--- config.mk ---
export PLATFORM = sky130hd
export DESIGN_NAME = qdr_host
export DESIGN_NICKNAME = d
export VERILOG_FILES = /design/src/logic/qdr_host.v
export VERILOG_INCLUDE_DIRS = /design/src /design/src/logic
export SDC_FILE = /design/constraint.sdc
export NUM_CORES = 1
export LEC_CHECK = 0
export ABC_AREA = 1
export BUFFER_PORTS_ARGS = -buffer_cell sky130_fd_sc_hd__buf_2
export CELL_PAD_IN_SITES_DETAIL_PLACEMENT = 0
export CELL_PAD_IN_SITES_GLOBAL_PLACEMENT = 2
export CORE_AREA = 2 2 184 186
export DETAILED_ROUTE_END_ITERATION = 8
export DIE_AREA = 0 0 186 188
export HOLD_SLACK_MARGIN = 0.08
export PLACE_DENSITY = 0.82
export SYNTH_ARGS = -nofsm -noshare
export SYNTH_HDL_FRONTEND = slang
export SYNTH_SLANG_ARGS = --single-unit
export TNS_END_PERCENT = 20
--- constraint.sdc ---
create_clock -name clock_i -period 18.2 [get_ports clock_i]
set_input_delay 4.55 -clock clock_i [delete_from_list [all_inputs] [get_ports clock_i]]
set_output_delay 4.55 -clock clock_i [all_outputs]
set_load 0.05 [all_outputs]
--- src/logic/qdr_defines.vh ---
// Constants for the multi-line read controller: opcodes, field layouts, timing.
// Included by the controller; holds definitions only.
`ifndef QDR_DEFINES_VH
`define QDR_DEFINES_VH
// ----------------------------------------------------------------
// Opcodes
// ----------------------------------------------------------------
`define QDR_OP_QUAD_OUT      8'h6b
`define QDR_OP_QUAD_OUT_WIDE 8'h6c
`define QDR_OP_DUAL_IO       8'hbb
`define QDR_OP_DUAL_IO_WIDE  8'hbc
// ----------------------------------------------------------------
// Mode byte
// ----------------------------------------------------------------
`define QDR_MODE_CONT_NIB    4'ha
`define QDR_MODE_EXIT        8'hff
// ----------------------------------------------------------------
// Host registers (word index == address)
// ----------------------------------------------------------------
`define QDR_REG_CTRL         4'h0
`define QDR_REG_ADDR         4'h1
`define QDR_REG_CONFIG       4'h2
`define QDR_REG_STATUS       4'h3
`define QDR_REG_DATA         4'h4
`define QDR_REG_COUNT        4'h5
// Control register fields
`define QDR_CTRL_START_BIT   0
`define QDR_CTRL_DUAL_BIT    1
`define QDR_CTRL_WIDE_BIT    2
`define QDR_CTRL_CONT_BIT    3
`define QDR_CTRL_ABORT_BIT   4
// Configuration register fields
`define QDR_CFG_EXTADDR_BIT  0
`define QDR_CFG_QUAD_EN_BIT  1
`define QDR_CFG_ENH_BIT      2
`define QDR_CFG_DUMMY_LSB    4
`define QDR_CFG_DUMMY_W      4
`define QDR_CFG_RESET        8'h00
// ----------------------------------------------------------------
// Timing
// ----------------------------------------------------------------
`define QDR_SCK_HALF_DIV     4'h3
`define QDR_ABORT_CLKS       4'h4
`endif

--- src/logic/qdr_host.v ---
// Host controller for quad output read and dual I/O read of a serial flash.
// Assumes a single system clock; flash I/O returns pass a two-stage sync.
//
// Design decisions made here: strobed register access and the register offsets.
`timescale 1ns/1ps
`include "qdr_defines.vh"

module qdr_host #(
  parameter SCK_HALF = `QDR_SCK_HALF_DIV
) (
  input  wire        clock_i,
  input  wire        rst_i,
  input  wire [3:0]  addr_i,
  input  wire [31:0] wdata_i,
  input  wire        wr_i,
  input  wire        rd_i,
  output wire [31:0] rdata_o,
  output wire        busy_o,
  output wire        cs_n_o,
  output wire        sck_o,
  output wire [3:0]  io_o,
  output wire [3:0]  io_oe_o,
  input  wire [3:0]  io_i
);

  // ----------------------------------------------------------------
  // States
  // ----------------------------------------------------------------
  localparam [2:0] ST_IDLE  = 3'h0;
  localparam [2:0] ST_OPC   = 3'h1;
  localparam [2:0] ST_ADDR  = 3'h2;
  localparam [2:0] ST_MODE  = 3'h3;
  localparam [2:0] ST_DUMMY = 3'h4;
  localparam [2:0] ST_DATA  = 3'h5;
  localparam [2:0] ST_ABORT = 3'h6;
  localparam [2:0] ST_GAP   = 3'h7;

  // ----------------------------------------------------------------
  // Registers
  // ----------------------------------------------------------------
  reg [2:0]  state_reg;
  reg [3:0]  div_reg;
  reg        sck_reg;
  reg        cs_n_reg;
  reg [3:0]  io_reg;
  reg [3:0]  oe_reg;
  reg [31:0] rdata_reg;
  reg        busy_reg;
  reg [7:0]  cfg_reg;
  reg [31:0] addr_reg;
  reg        dual_reg;
  reg        wide_reg;
  reg        cont_req_reg;
  reg        cont_mode_reg;
  reg [39:0] shift_reg;
  reg [5:0]  bits_reg;
  reg [3:0]  dummy_reg;
  reg [7:0]  byte_reg;
  reg [2:0]  bcnt_reg;
  reg [7:0]  data_reg;
  reg        data_new_reg;
  reg        err_reg;
  reg [15:0] count_reg;
  reg [3:0]  io_s1_reg;
  reg [3:0]  io_s2_reg;

  wire       tick  = (div_reg == SCK_HALF);
  wire       rise  = tick & ~sck_reg;
  wire       fall  = tick & sck_reg;
  wire [3:0] dummy_cfg = cfg_reg[`QDR_CFG_DUMMY_LSB +: `QDR_CFG_DUMMY_W];
  wire       enh   = cfg_reg[`QDR_CFG_ENH_BIT];
  wire [2:0] lanes = dual_reg ? 3'h2 : 3'h1;

  assign rdata_o = rdata_reg;
  assign busy_o  = busy_reg;
  assign cs_n_o  = cs_n_reg;
  assign sck_o   = sck_reg;
  assign io_o    = io_reg;
  assign io_oe_o = oe_reg;

  // ----------------------------------------------------------------
  // Input synchroniser
  // ----------------------------------------------------------------
  // Returned data is asynchronous to this clock, so two stages first
  always @(posedge clock_i or posedge rst_i) begin
    if (rst_i) begin
      io_s1_reg <= 4'h0;
      io_s2_reg <= 4'h0;
    end else begin
      io_s1_reg <= io_i;
      io_s2_reg <= io_s1_reg;
    end
  end

  // ----------------------------------------------------------------
  // Register reads
  // ----------------------------------------------------------------
  // Read data stands the cycle after the strobe; reading DATA clears its flag
  always @(posedge clock_i or posedge rst_i) begin
    if (rst_i) begin
      rdata_reg <= 32'h0;
    end else if (rd_i) begin
      if (addr_i == `QDR_REG_ADDR) begin
        rdata_reg <= addr_reg;
      end else if (addr_i == `QDR_REG_CONFIG) begin
        rdata_reg <= {24'h0, cfg_reg};
      end else if (addr_i == `QDR_REG_STATUS) begin
        rdata_reg <= {24'h0, 1'b0, state_reg, err_reg, cont_mode_reg, data_new_reg, busy_reg};
      end else if (addr_i == `QDR_REG_DATA) begin
        rdata_reg <= {24'h0, data_reg};
      end else if (addr_i == `QDR_REG_COUNT) begin
        rdata_reg <= {16'h0, count_reg};
      end else begin
        rdata_reg <= 32'h0;
      end
    end else begin
      rdata_reg <= 32'h0;
    end
  end

  // ----------------------------------------------------------------
  // Serial engine
  // ----------------------------------------------------------------
  // One process owns the frame so the clock phase and data phase never disagree
  always @(posedge clock_i or posedge rst_i) begin
    if (rst_i) begin
      state_reg     <= ST_IDLE;
      div_reg       <= 4'h0;
      sck_reg       <= 1'b0;
      cs_n_reg      <= 1'b1;
      io_reg        <= 4'h0;
      oe_reg        <= 4'h0;
      busy_reg      <= 1'b0;
      cfg_reg       <= `QDR_CFG_RESET;
      addr_reg      <= 32'h0;
      dual_reg      <= 1'b0;
      wide_reg      <= 1'b0;
      cont_req_reg  <= 1'b0;
      cont_mode_reg <= 1'b0;
      shift_reg     <= 40'h0;
      bits_reg      <= 6'h0;
      dummy_reg     <= 4'h0;
      byte_reg      <= 8'h0;
      bcnt_reg      <= 3'h0;
      data_reg      <= 8'h0;
      data_new_reg  <= 1'b0;
      err_reg       <= 1'b0;
      count_reg     <= 16'h0;
    end else begin
      // Data flag: a new byte wins over a read that clears it
      if (rd_i && addr_i == `QDR_REG_DATA) begin
        data_new_reg <= 1'b0;
      end
      if (state_reg == ST_IDLE) begin
        div_reg <= 4'h0;
      end else if (tick) begin
        div_reg <= 4'h0;
      end else begin
        div_reg <= div_reg + 4'h1;
      end
      case (state_reg)
        ST_IDLE: begin
          sck_reg <= 1'b0;
          if (wr_i && addr_i == `QDR_REG_CONFIG) begin
            cfg_reg <= wdata_i[7:0];
          end else if (wr_i && addr_i == `QDR_REG_ADDR) begin
            addr_reg <= wdata_i;
          end else if (wr_i && addr_i == `QDR_REG_CTRL && wdata_i[`QDR_CTRL_ABORT_BIT]) begin
            // Short frame with no valid opcode releases continuous mode
            state_reg     <= ST_ABORT;
            busy_reg      <= 1'b1;
            cs_n_reg      <= 1'b0;
            oe_reg        <= 4'hf;
            io_reg        <= 4'hf;
            bits_reg      <= {2'h0, `QDR_ABORT_CLKS};
            cont_mode_reg <= 1'b0;
          end else if (wr_i && addr_i == `QDR_REG_CTRL && wdata_i[`QDR_CTRL_START_BIT]) begin
            dual_reg     <= wdata_i[`QDR_CTRL_DUAL_BIT];
            wide_reg     <= wdata_i[`QDR_CTRL_WIDE_BIT];
            cont_req_reg <= wdata_i[`QDR_CTRL_CONT_BIT];
            count_reg    <= wdata_i[31:16];
            err_reg      <= 1'b0;
            if (!wdata_i[`QDR_CTRL_DUAL_BIT] && !cfg_reg[`QDR_CFG_QUAD_EN_BIT]) begin
              err_reg <= 1'b1; // Quad lines unusable until enabled
            end else if (wdata_i[`QDR_CTRL_DUAL_BIT] && cont_mode_reg) begin
              // Continuing frame starts straight at the address
              state_reg <= ST_ADDR;
              busy_reg  <= 1'b1;
              cs_n_reg  <= 1'b0;
              oe_reg    <= 4'h3;
              shift_reg <= (wdata_i[`QDR_CTRL_WIDE_BIT] || cfg_reg[`QDR_CFG_EXTADDR_BIT])
                         ? {addr_reg, 8'h0} : {addr_reg[23:0], 16'h0};
              bits_reg  <= (wdata_i[`QDR_CTRL_WIDE_BIT] || cfg_reg[`QDR_CFG_EXTADDR_BIT])
                         ? 6'd32 : 6'd24;
            end else begin
              state_reg     <= ST_OPC;
              busy_reg      <= 1'b1;
              cs_n_reg      <= 1'b0;
              oe_reg        <= 4'h1;
              cont_mode_reg <= 1'b0;
              bits_reg      <= 6'd8;
              shift_reg     <= {wdata_i[`QDR_CTRL_DUAL_BIT]
                  ? (wdata_i[`QDR_CTRL_WIDE_BIT] ? `QDR_OP_DUAL_IO_WIDE : `QDR_OP_DUAL_IO)
                  : (wdata_i[`QDR_CTRL_WIDE_BIT] ? `QDR_OP_QUAD_OUT_WIDE : `QDR_OP_QUAD_OUT),
                  32'h0};
            end
          end
        end
        ST_OPC, ST_ADDR, ST_MODE: begin
          if (rise) begin
            sck_reg <= 1'b1; // Device samples on this rising edge
          end else if (fall) begin
            sck_reg <= 1'b0;
          end
          // Lines follow the shifter only while the clock is low, so they are
          // settled well before the rising edge that samples them, MSB first
          if (!sck_reg && !rise) begin
            if (state_reg == ST_OPC || !dual_reg) begin
              io_reg <= {3'h0, shift_reg[39]};
            end else begin
              io_reg <= {2'h0, shift_reg[39:38]}; // Two bits a clock
            end
          end
          // The bits just sampled leave the shifter at the rising edge
          if (rise) begin
            if (state_reg == ST_OPC || !dual_reg) begin
              shift_reg <= {shift_reg[38:0], 1'b0};
              bits_reg  <= bits_reg - 6'h1;
            end else begin
              shift_reg <= {shift_reg[37:0], 2'h0};
              bits_reg  <= bits_reg - 6'h2;
            end
          end
          if (fall && bits_reg == 6'h0) begin
            if (state_reg == ST_OPC) begin
              // Address width of a legacy opcode follows extended-address bit
              state_reg <= ST_ADDR;
              oe_reg    <= dual_reg ? 4'h3 : 4'h1;
              shift_reg <= (wide_reg || cfg_reg[`QDR_CFG_EXTADDR_BIT])
                         ? {addr_reg, 8'h0} : {addr_reg[23:0], 16'h0};
              bits_reg  <= (wide_reg || cfg_reg[`QDR_CFG_EXTADDR_BIT]) ? 6'd32 : 6'd24;
            end else if (state_reg == ST_ADDR && dual_reg && enh) begin
              // Enhanced table adds four mode clocks
              state_reg <= ST_MODE;
              shift_reg <= {cont_req_reg ? {`QDR_MODE_CONT_NIB, 4'h0} : `QDR_MODE_EXIT, 32'h0};
              bits_reg  <= 6'd8;
            end else begin
              // No mode clocks on the basic table or quad read
              state_reg <= ST_DUMMY;
              dummy_reg <= dummy_cfg;
              oe_reg    <= 4'h0; // Release before device drives
            end
            if (state_reg == ST_MODE) begin
              // Device keeps or drops continuous mode by this byte
              cont_mode_reg <= cont_req_reg;
            end
            if (state_reg != ST_OPC && !(state_reg == ST_ADDR && dual_reg && enh)) begin
              if (dummy_cfg == 4'h0) begin
                state_reg <= ST_DATA;
                bcnt_reg  <= 3'h0;
              end
            end
          end
          if (state_reg == ST_MODE && fall && bits_reg == 6'd4) begin
            oe_reg <= 4'h0; // Low nibble left undriven
          end
        end
        ST_DUMMY: begin
          // Select held low through dummy clocks
          if (rise) begin
            sck_reg <= 1'b1;
          end else if (fall) begin
            sck_reg   <= 1'b0;
            dummy_reg <= dummy_reg - 4'h1;
            if (dummy_reg == 4'h1) begin
              state_reg <= ST_DATA;
              bcnt_reg  <= 3'h0;
            end
          end
        end
        ST_DATA: begin
          // Sample on the rising edge; device changed data at the fall
          if (rise) begin
            sck_reg <= 1'b1;
            if (dual_reg) begin
              byte_reg <= {byte_reg[5:0], io_s2_reg[1:0]};
            end else begin
              byte_reg <= {byte_reg[3:0], io_s2_reg};
            end
            if (bcnt_reg + lanes == 3'h0 || (bcnt_reg == 3'h4 && !dual_reg)
                || (bcnt_reg == 3'h6 && dual_reg)) begin
              // Byte complete; address advances, wrap is the device's
              data_reg     <= dual_reg ? {byte_reg[5:0], io_s2_reg[1:0]}
                                       : {byte_reg[3:0], io_s2_reg};
              data_new_reg <= 1'b1;
              addr_reg     <= addr_reg + 32'h1;
              count_reg    <= count_reg - 16'h1;
              bcnt_reg     <= 3'h0;
            end else begin
              bcnt_reg <= bcnt_reg + (dual_reg ? 3'h2 : 3'h4);
            end
          end else if (fall) begin
            sck_reg <= 1'b0;
            if (count_reg == 16'h0) begin
              state_reg <= ST_GAP;
              cs_n_reg  <= 1'b1;
            end
          end
        end
        ST_ABORT: begin
          if (rise) begin
            sck_reg <= 1'b1;
          end else if (fall) begin
            sck_reg  <= 1'b0;
            bits_reg <= bits_reg - 6'h1;
            if (bits_reg == 6'h1) begin
              state_reg <= ST_GAP;
              cs_n_reg  <= 1'b1;
              oe_reg    <= 4'h0;
            end
          end
        end
        default: begin
          // Deselect time before the next frame
          sck_reg <= 1'b0;
          oe_reg  <= 4'h0;
          if (fall || rise) begin
            state_reg <= ST_IDLE;
            busy_reg  <= 1'b0;
          end
        end
      endcase
    end
  end

endmodule

== Word level (Yosys, flattened, before mapping) ==
Cells that the tools add are included.

* Input bits: 44
* Bits in latches: 0
* Memories: 0
* Flip-flop bits (word level): 187
* ROM bits: 0
* Output and inout port bits: 43
* Bits in writable memories: 0

* Multiplexer cells: 151
* Divide/modulo/power cells: 0
* Reductions and logical operators: 62
* Order comparisons: 0
* Bitwise gates (word level): 8
* Multipliers: 0
* Equal/unequal tests: 49
* Add/sub/neg operators: 8
* Shift-type cells: 0

{| class="wikitable"
|+ Operator list
! cell !! count
|-
| $mux 40 || 13
|-
| $mux 32 || 6
|-
| $mux 16 || 10
|-
| $mux 3 || 31
|-
| $mux 4 || 23
|-
| $mux 6 || 15
|-
| $pmux 40 s2 || 1
|-
| $pmux 32 s2 || 1
|-
| $ne 2x2->1 const B || 22
|-
| $mux 1 || 33
|-
| $add 32x1->32 const B || 1
|-
| $pmux 16 s2 || 1
|-
| $pmux 6 s3 || 1
|-
| $reduce_and 6->1 || 3
|-
| $logic_and 1x1->1 || 17
|-
| $logic_not 16->1 || 1
|-
| $mux 8 || 2
|-
| $pmux 4 s2 || 2
|-
| $pmux 4 s4 || 1
|-
| $reduce_and 8->1 || 2
|-
| $sub 16x1->16 const B || 1
|-
| $eq 3x3->1 const B || 5
|-
| $pmux 3 s5 || 1
|-
| $reduce_and 15->1 || 1
|-
| 41 further kinds || 84
|}

== Depth between registers and ports, before layout ==
Gate-level depths: netlist of run 1.

* Depth in word-level cells: 9
* Mapped depth: 14
* Depth with buffers taken out: 13

== Worst setup path before layout of run 1 ==
No wires, ideal clock.

* Path type: input to register
* From: in addr_i[2]
* To: reg addr_reg[17]
* Path slack: 12.377 ns
* Data required time: 18.075 ns
* Library setup time: 0.125 ns
* Stages: 12
* Arrival time: 5.698 ns
* Path through: inv_1 > nand2_2 > nor2_4 > nand2_2 > nor2_4 > nand2_1 > nand2_2 > nor2_4 > buf_6 > buf_8 > nor2_1 > a21oi_2

* Longest elaborated chain between the ends: 4
* Elaborated cells on any way between the ends: 7
* Those cells by class: eq/ne (4); reduce/logical (3)

{| class="wikitable"
|+ RTL lines
! item !! RTL line !! source
|-
| from (decl) || qdr_host.v:13 || <nowiki>input wire [3:0] addr_i,</nowiki>
|-
| $eq 4x1->1 (no line) or $eq 4x2->1 (tied branches) || -- ||
|-
| $logic_and 1x1->1 (no line) || -- ||
|-
| $ne 2x1->1 (no line) or $ne 2x2->1 (tied branches) || -- ||
|-
| $reduce_and 5->1 (no line) (*) || -- ||
|-
| to (signal assigned) || qdr_host.v:167 || <nowiki>addr_reg <= wdata_i;</nowiki>
|-
| to (signal assigned) || qdr_host.v:296 || <nowiki>addr_reg <= addr_reg + 32'h1;</nowiki>
|-
| to (decl) || qdr_host.v:50 || <nowiki>reg [31:0] addr_reg;</nowiki>
|}

Mark *: on every way between the ends. The rest lies on a longest branch, timed or not.
A chain may end at the register's enable or synchronous reset.

== Worst setup path after layout of run 1 ==
* From: in addr_i[2]
* To: reg addr_reg[19]

The elaborated chain is that of the path after synthesis.

==> results of run 1 <==
==> power by group through the flow <==
stage / combinational, uW / sequential, uW / clock [uW]
2_1_floorplan: 882 / 687 / 0
3_3_place_gp: 1160 / 752 / 0
3_5_place_dp: 1170 / 752 / 0
4_1_cts: 1170 / 745 / 380
5_1_grt: 1320 / 767 / 396
6_report: 1170 / 749 / 372
==> cells by family (layout without fill, tap and decap cells) <==
group,Yosys count,in the layout
adder cells (fa/ha/maj),14,14
buffers and inverters,244,293
XOR/XNOR,18,18
multiplexers,5,5
AND/OR/NAND/NOR,1003,1003
AO/OA/AOI/OAI,306,306
other,1,1
flip-flops,184,184
==> path summary, 6_finish.rpt <==
path / from / end
worst max-delay path: addr_i[2] / addr_reg[19]
worst min-delay path: io_s1_reg[0] / io_s2_reg[0]
worst max register to register: state_reg[2] / addr_reg[19]
worst min register to register: io_s1_reg[0] / io_s2_reg[0]
max in group asynchronous: rst_i / io_s2_reg[1]
min in group asynchronous: rst_i / div_reg[3]
==> layout by cell type, fill, tap and decap left out, types with 6 or more instances in the layout <==
| cell | count |
|---|---|
| buf_2 | 86 |
| nor2_4 | 7 |
| nand2_1 | 608 |
| o32ai_1 | 8 |
| o22ai_1 | 13 |
| nand3b_1 | 19 |
| nand2_2 | 13 |
| o211ai_2 | 6 |
| inv_2 | 16 |
| or2_2 | 17 |
| clkbuf_16 | 17 |
| inv_1 | 148 |
| nand4_1 | 12 |
| nor2_2 | 7 |
| nand3_1 | 122 |
| o21ai_1 | 12 |
| nor3_1 | 15 |
| buf_4 | 7 |
| nor2_1 | 171 |
| ha_1 | 13 |
| o211ai_1 | 23 |
| o21ai_0 | 170 |
| xor2_1 | 14 |
| dfrtp_1 | 183 |
| a21oi_1 | 55 |
==> layout make-up <==
cell class              count  area, sq um
clock buffers              17          425
clock inverters            13          124
fillers                  3597        19900
inverters                 170          651
multi-input cells        1347         6400
flip-flops and latches    184         4610
well taps                 448          561
repair buffers             93          483
==> stage by stage <==
stage	area [sq um]	setup WS (ns)	hold slack [ns]
after floorplan	12000	8.65	0.331
after global placement	12700	11.58	0.333
after detailed placement	12700	11.53	0.341
after CTS	13300	12.01	0.358
after global routing	13300	11.78	0.367
final	13300	12.02	0.355
==> metal layers <==
| metal | track usage, % | share of wire (%) | vias up |
|---|---|---|---|
| met5 | 0 | 0 | - |
| met4 | 10.6 | 3.6 | 0 |
| met3 | 4.49 | 5.1 | 65 |
| met2 | 40.1 | 45 | 356 |
| met1 | 36.2 | 46 | 5649 |
| li1 | - | - | 5793 |
==> results.txt, run 1 <==
Synth Net Count = 1833
via/cell ratio = 5.22
total power = 2290 uW
first-pass GRT wire length = 68500 um
CTS root buffer = clkbuf_16
core box area = 0.0331 sq mm
TritonCTS Sinks = 184
Hold Path Cell Cnt = 0
# DRC = 0
crit end category = flip-flop
Port Buffers = 86
DR vias = 11.9k
final core utilization = 40.0%
instance count on the critical path = 12
first drt pass iteration count = 5
Yosys reg bits = 184
CTS Buf Count = 17
Worst Setup Start Kind = input pin
routed wire length = 44300 um
maximum root-to-sink buffer count = 2
fraction of registers with async set or reset after synthesis = 100%
CP max FO = 29
initial DRC count = 932
min Tclk post-route = 6.18 ns
post-route ant nets = 0
postcts setup bufs = 0
Seq/Total Area, Yosys = 38.2%
# Max-Cap Violations = 0
Die ar. = 0.0350 sq mm
Slew Limit Fails = 0
Mapped Avg Cell Area = 6.79 sq um
Clock Latency Late Sink = 0.46 ns
Hold-fix buffers, CTS = 0
Synth area leader = dfrtp_1
die width = 186 um
row count = 67
Final Cycle Share = 33.9%
Power Density = 173 mW/mm^2
mux contribution to synthesized area = 0.426%
Bufs and invs on worst path = 2
fin cells = 2272
largest family of logic cells by synthesized area = simple AND/OR/NAND/NOR gates
switch share = 52.5%
Largest stage delay, worst path = 0.61 ns
number of synthesized flops with an enable pin = 0
Syn Inst Count = 1775
Die Ht = 188 um
IO Pins = 87
slowest library cell on the worst path = nor2_4
Cell Chain, Critical Path = buf_2, inv_1, nand2_2, nor2_4, nand2_2, nor2_4, nand2_1, nand2_2, nor2_4, o21ai_0, nand2_1, nand2_1
clock group share of total power = 16.2%
initial antenna violation count = 0
Setup Viol. Count Final = 0
synth warn = 0
setup TNS = 0 ns
Main synth FF type = dfrtp_1
Hold Path Class = flip-flop to flip-flop
htree depth = 4
max frequency = 162 MHz
Placer Congestion = 0.882
total gr overflow = 0
Reg clk slew, reported paths = 0.07 ns
clock tree from TritonCTS = done
Initial Util = 36.4%
Area Growth Syn to Fin = 10.0%
HPWL after DPL = 31800 um
# nets final = 1871
Worst R2R Setup Slack = 15.19 ns
CP required = 18.55 ns
R2R depth = 10
Leak Pwr = 0.00648 uW
worst vdd ir = 0.0796 mV
pin count of the biggest net entering global routing = 116
Internal = 1090 uW
post-synthesis xor/xnor area fraction = 1.31%
Largest delay share family, worst path = simple AND/OR/NAND/NOR gates
post-CTS sizing = 0
Placed Cells = 2242
synthesized area = 0.0120 sq mm
Reg power frac = 32.6%
Setup CP Type = input pin to flip-flop
most common cell in the netlist = nand2_1
layout cells sized above 1 = 11.5%
Routed wire per std cell = 19.5 um
post-synthesis adder-cell area fraction = 1.52%
Distinct cells, synth = 53
Synth top area share = 38.0%
simple-gate share of the synthesized area = 35.4%
combinational fraction of design power = 51.2%
Synth area leaders = dfrtp_1 38%, nand2_1 19%, o21ai_0 7.1%, nor2_1 5.4%, nand3_1 5.1%
Synth top cells by count = 608 x nand2_1, 183 x dfrtp_1, 172 x nor2_1
RSZ-0062 raised after global routing = no
Hold Fails Final Rpt = 0
GRT Util Overall = 26.1%
Psw = 1210 uW
Largest register FFs = 40
number of global-route vias before repair = 11.4k
Slew HR = 25.7%
Worst EP arrival = 6.52 ns
Worst-Margin Slew = 1.11 ns
final antenna diode count = 0
Setup Skew = 0.0161 ns
outcome = complete, no violations
Synth Area in Compound Gates = 14.4%
(Power assumes the default switching activity.)
==> run 2, diff against run 1 <==
--- a/config.mk
+++ b/config.mk
@@ -10,11 +10,11 @@
 export BUFFER_PORTS_ARGS = -buffer_cell sky130_fd_sc_hd__buf_2
 export CELL_PAD_IN_SITES_DETAIL_PLACEMENT = 0
 export CELL_PAD_IN_SITES_GLOBAL_PLACEMENT = 2
-export CORE_AREA = 2 2 184 186
+export CORE_AREA = 2 2 201 203
 export DETAILED_ROUTE_END_ITERATION = 8
-export DIE_AREA = 0 0 186 188
+export DIE_AREA = 0 0 203 205
 export HOLD_SLACK_MARGIN = 0.08
-export PLACE_DENSITY = 0.82
+export PLACE_DENSITY = 0.73
 export SYNTH_ARGS = -nofsm -noshare
 export SYNTH_HDL_FRONTEND = slang
 export SYNTH_SLANG_ARGS = --single-unit
==> constraint.sdc (replaced) <==
create_clock -name clock_i -period 5.5 [get_ports clock_i]
set_input_delay 1.375 -clock clock_i [delete_from_list [all_inputs] [get_ports clock_i]]
set_output_delay 1.375 -clock clock_i [all_outputs]
set_load 0.05 [all_outputs]
==> run 2 against run 1 <==
Against the previous run: utilization down 5.9 points; final cell count up 3.5%; first-iteration DRC count up 9.8%; sequential cell count unchanged; die area up 19%; critical path type is now flip-flop to flip-flop.
==> results.txt, run 2 (synthesis gave the netlist of run 1 again) <==
outcome = complete, no violations (unchanged)
max frequency = 325 MHz
Final Cycle Share = 55.9%
post-CTS sizing = 0 (unchanged)
layout cells sized above 1 = 11.7% (was 11.5%)
Slew Limit Fails = 0 (unchanged)
Worst-Margin Slew = 1.16 ns (was 1.11 ns)
TritonCTS Sinks = 184 (unchanged)
FF/Latch Area = 0.00461 sq mm (unchanged)
RSZ-0062 raised after global routing = no (unchanged)
# nets final = 1872 (was 1871)
HPWL after DPL = 34100 um (was 31800 um)
via/cell ratio = 5.06 (was 5.22)
leading cell type in the layout, fill and taps excluded = nand2_1 (unchanged)
# DRC = 0 (unchanged)
dpl cell area = 0.0128 sq mm (was 0.0127 sq mm)
Setup Skew = 0.0163 ns (was 0.0161 ns)
setup TNS = 0 ns (unchanged)
total gr overflow = 0 (unchanged)
DR vias = 11.9k (about the same)
crit end category = flip-flop (unchanged)
Area Growth Syn to Fin = 11.6% (was 10.0%)
GR Layer Usage met2 = 36.7% (was 40.1%)
htree depth = 4 (unchanged)
multi-input logic area = 0.00640 sq mm (unchanged)
Largest register FFs = 40 (unchanged)
number of global-route vias before repair = 11.5k (was 11.4k)
final core utilization = 34.1% (was 40.0%)
Leak Pwr = 0.00651 uW (was 0.00648 uW)
Die ar. = 0.0416 sq mm (was 0.0350 sq mm)
Reg clk slew, reported paths = 0.08 ns (was 0.07 ns)
worst vdd ir = 0.284 mV (was 0.0796 mV)
die width = 203 um (was 186 um)
# Max-Cap Violations = 0 (unchanged)
postcts setup bufs = 0 (unchanged)
row count = 73 (was 67)
Clock Latency Late Sink = 0.48 ns (was 0.46 ns)
M3 GR Usage = 3.45% (was 4.49%)
maximum root-to-sink buffer count = 2 (unchanged)
final instance area = 0.0134 sq mm (was 0.0133 sq mm)
Routed wire per std cell = 20.0 um (was 19.5 um)
initial DRC count = 1023 (was 932)
Setup CP Type = flip-flop to flip-flop (was input pin to flip-flop)
CTS root buffer = clkbuf_16 (unchanged)
GRT Util Overall = 23.2% (was 26.1%)
IO Pins = 87 (unchanged)
filler instances = 4362 (was 3597)
Hold-fix buffers, CTS = 0 (unchanged)
met1 capacity usage during global routing = 32.3% (was 36.2%)
CP max FO = 55 (was 29)
final antenna diode count = 0 (unchanged)
post-route ant nets = 0 (unchanged)
Initial Util = 30.6% (was 36.4%)
pin count of the biggest net entering global routing = 129 (was 116)
commonest non-fill, non-tap cells in the layout = 608 x nand2_1, 183 x dfrtp_1, 171 x nor2_1 (unchanged)
Worst EP arrival = 3.44 ns (was 6.52 ns)
initial antenna violation count = 1 (was 0)
Placer Congestion = 0.890 (was 0.882)
CP required = 5.86 ns (was 18.55 ns)
Hold Fails Final Rpt = 0 (unchanged)
Worst Setup Start Kind = flip-flop (was input pin)
Setup Viol. Count Final = 0 (unchanged)
gr busiest metal = met2 (unchanged)
CTS Buf Count = 17 (unchanged)
first drt pass iteration count = 7 (was 5)
first-pass GRT wire length = 72500 um (was 68500 um)
clock tree from TritonCTS = done (unchanged)
min Tclk post-route = 3.07 ns
Die Ht = 205 um (was 188 um)
Slew HR = 22.3% (was 25.7%)
Hold Path Class = flip-flop to flip-flop (unchanged)
Power Density = 581 mW/mm^2 (was 173 mW/mm^2)
core box area = 0.0394 sq mm (was 0.0331 sq mm)
routed wire length = 46900 um (was 44300 um)
Port Buffers = 86 (unchanged)
run 2: cell types whose count changed in the layout (fill, tap and decap cells not counted):
cell,previous run,this run
buf_12,0,1
bufinv_16,1,2
clkbuf_8,0,1
clkinv_2,3,1
clkinv_8,0,2
inv_6,4,3
inv_8,2,3
run 2: power by group:
group	switching (uW)	leakage [uW]	internal [uW]
Sequential	661	0.00233	1810
Clock	650	0.000303	704
Combinational	2810	0.00388	1170
run 2: per-stage QoR:
stage / hold WS [ns] / worst slack [ns] / total power, uW / instances
after floorplan: 0.331 / 1.76 / 5190 / 1775
after global placement: 0.333 / 1.97 / 6440 / 2320
after detailed placement: 0.335 / 1.97 / 6440 / 2320
after CTS: 0.353 / 2.46 / 7820 / 2352
after global routing: 0.362 / 2.22 / 8440 / 2352
final: 0.347 / 2.43 / 7800 / 2352
run 2: worst paths after layout:
kind | end | slack [ns] | depth (start not counted) | from
worst max-delay path | addr_reg[19] | 2.43 | 10 | state_reg[2]
worst min-delay path | io_s2_reg[0] | 0.35 | 0 | io_s1_reg[0]
worst max register to register | addr_reg[19] | 2.43 | 10 | state_reg[2]
worst min register to register | io_s2_reg[0] | 0.35 | 0 | io_s1_reg[0]
max in group asynchronous | addr_reg[30] | 3.78 | 3 | rst_i
min in group asynchronous | div_reg[2] | 1.07 | 3 | rst_i
run 2: cell type report:
class / count / area share, %
Timing Repair Buffer: 94 / 3.74
Inverter: 170 / 4.81
Sequential cell: 184 / 34.3
Multi-Input combinational cell: 1347 / 47.6
Tap cell: 525 / 4.89
Clock buffer: 18 / 3.27
Clock inverter: 14 / 1.36
run 2: metal layers:
| metal | share of wire (%) | up-vias |
|---|---|---|
| li1 | - | 5793 |
| met1 | 47 | 5719 |
| met2 | 45 | 335 |
| met3 | 5.4 | 53 |
| met4 | 2.4 | 0 |
| met5 | 0 | - |
run 2: worst max-delay path: stages, from the launching register on:
cell	delay, ns
dfrtp_1	0.55
nand2_1	0.17
nor2_4	0.12
buf_4	0.55
nand2_2	0.24
nand2_1	0.15
nand2_1	0.13
nor2_4	0.64
o21ai_0	0.21
nand2_1	0.10
nand2_1	0.05
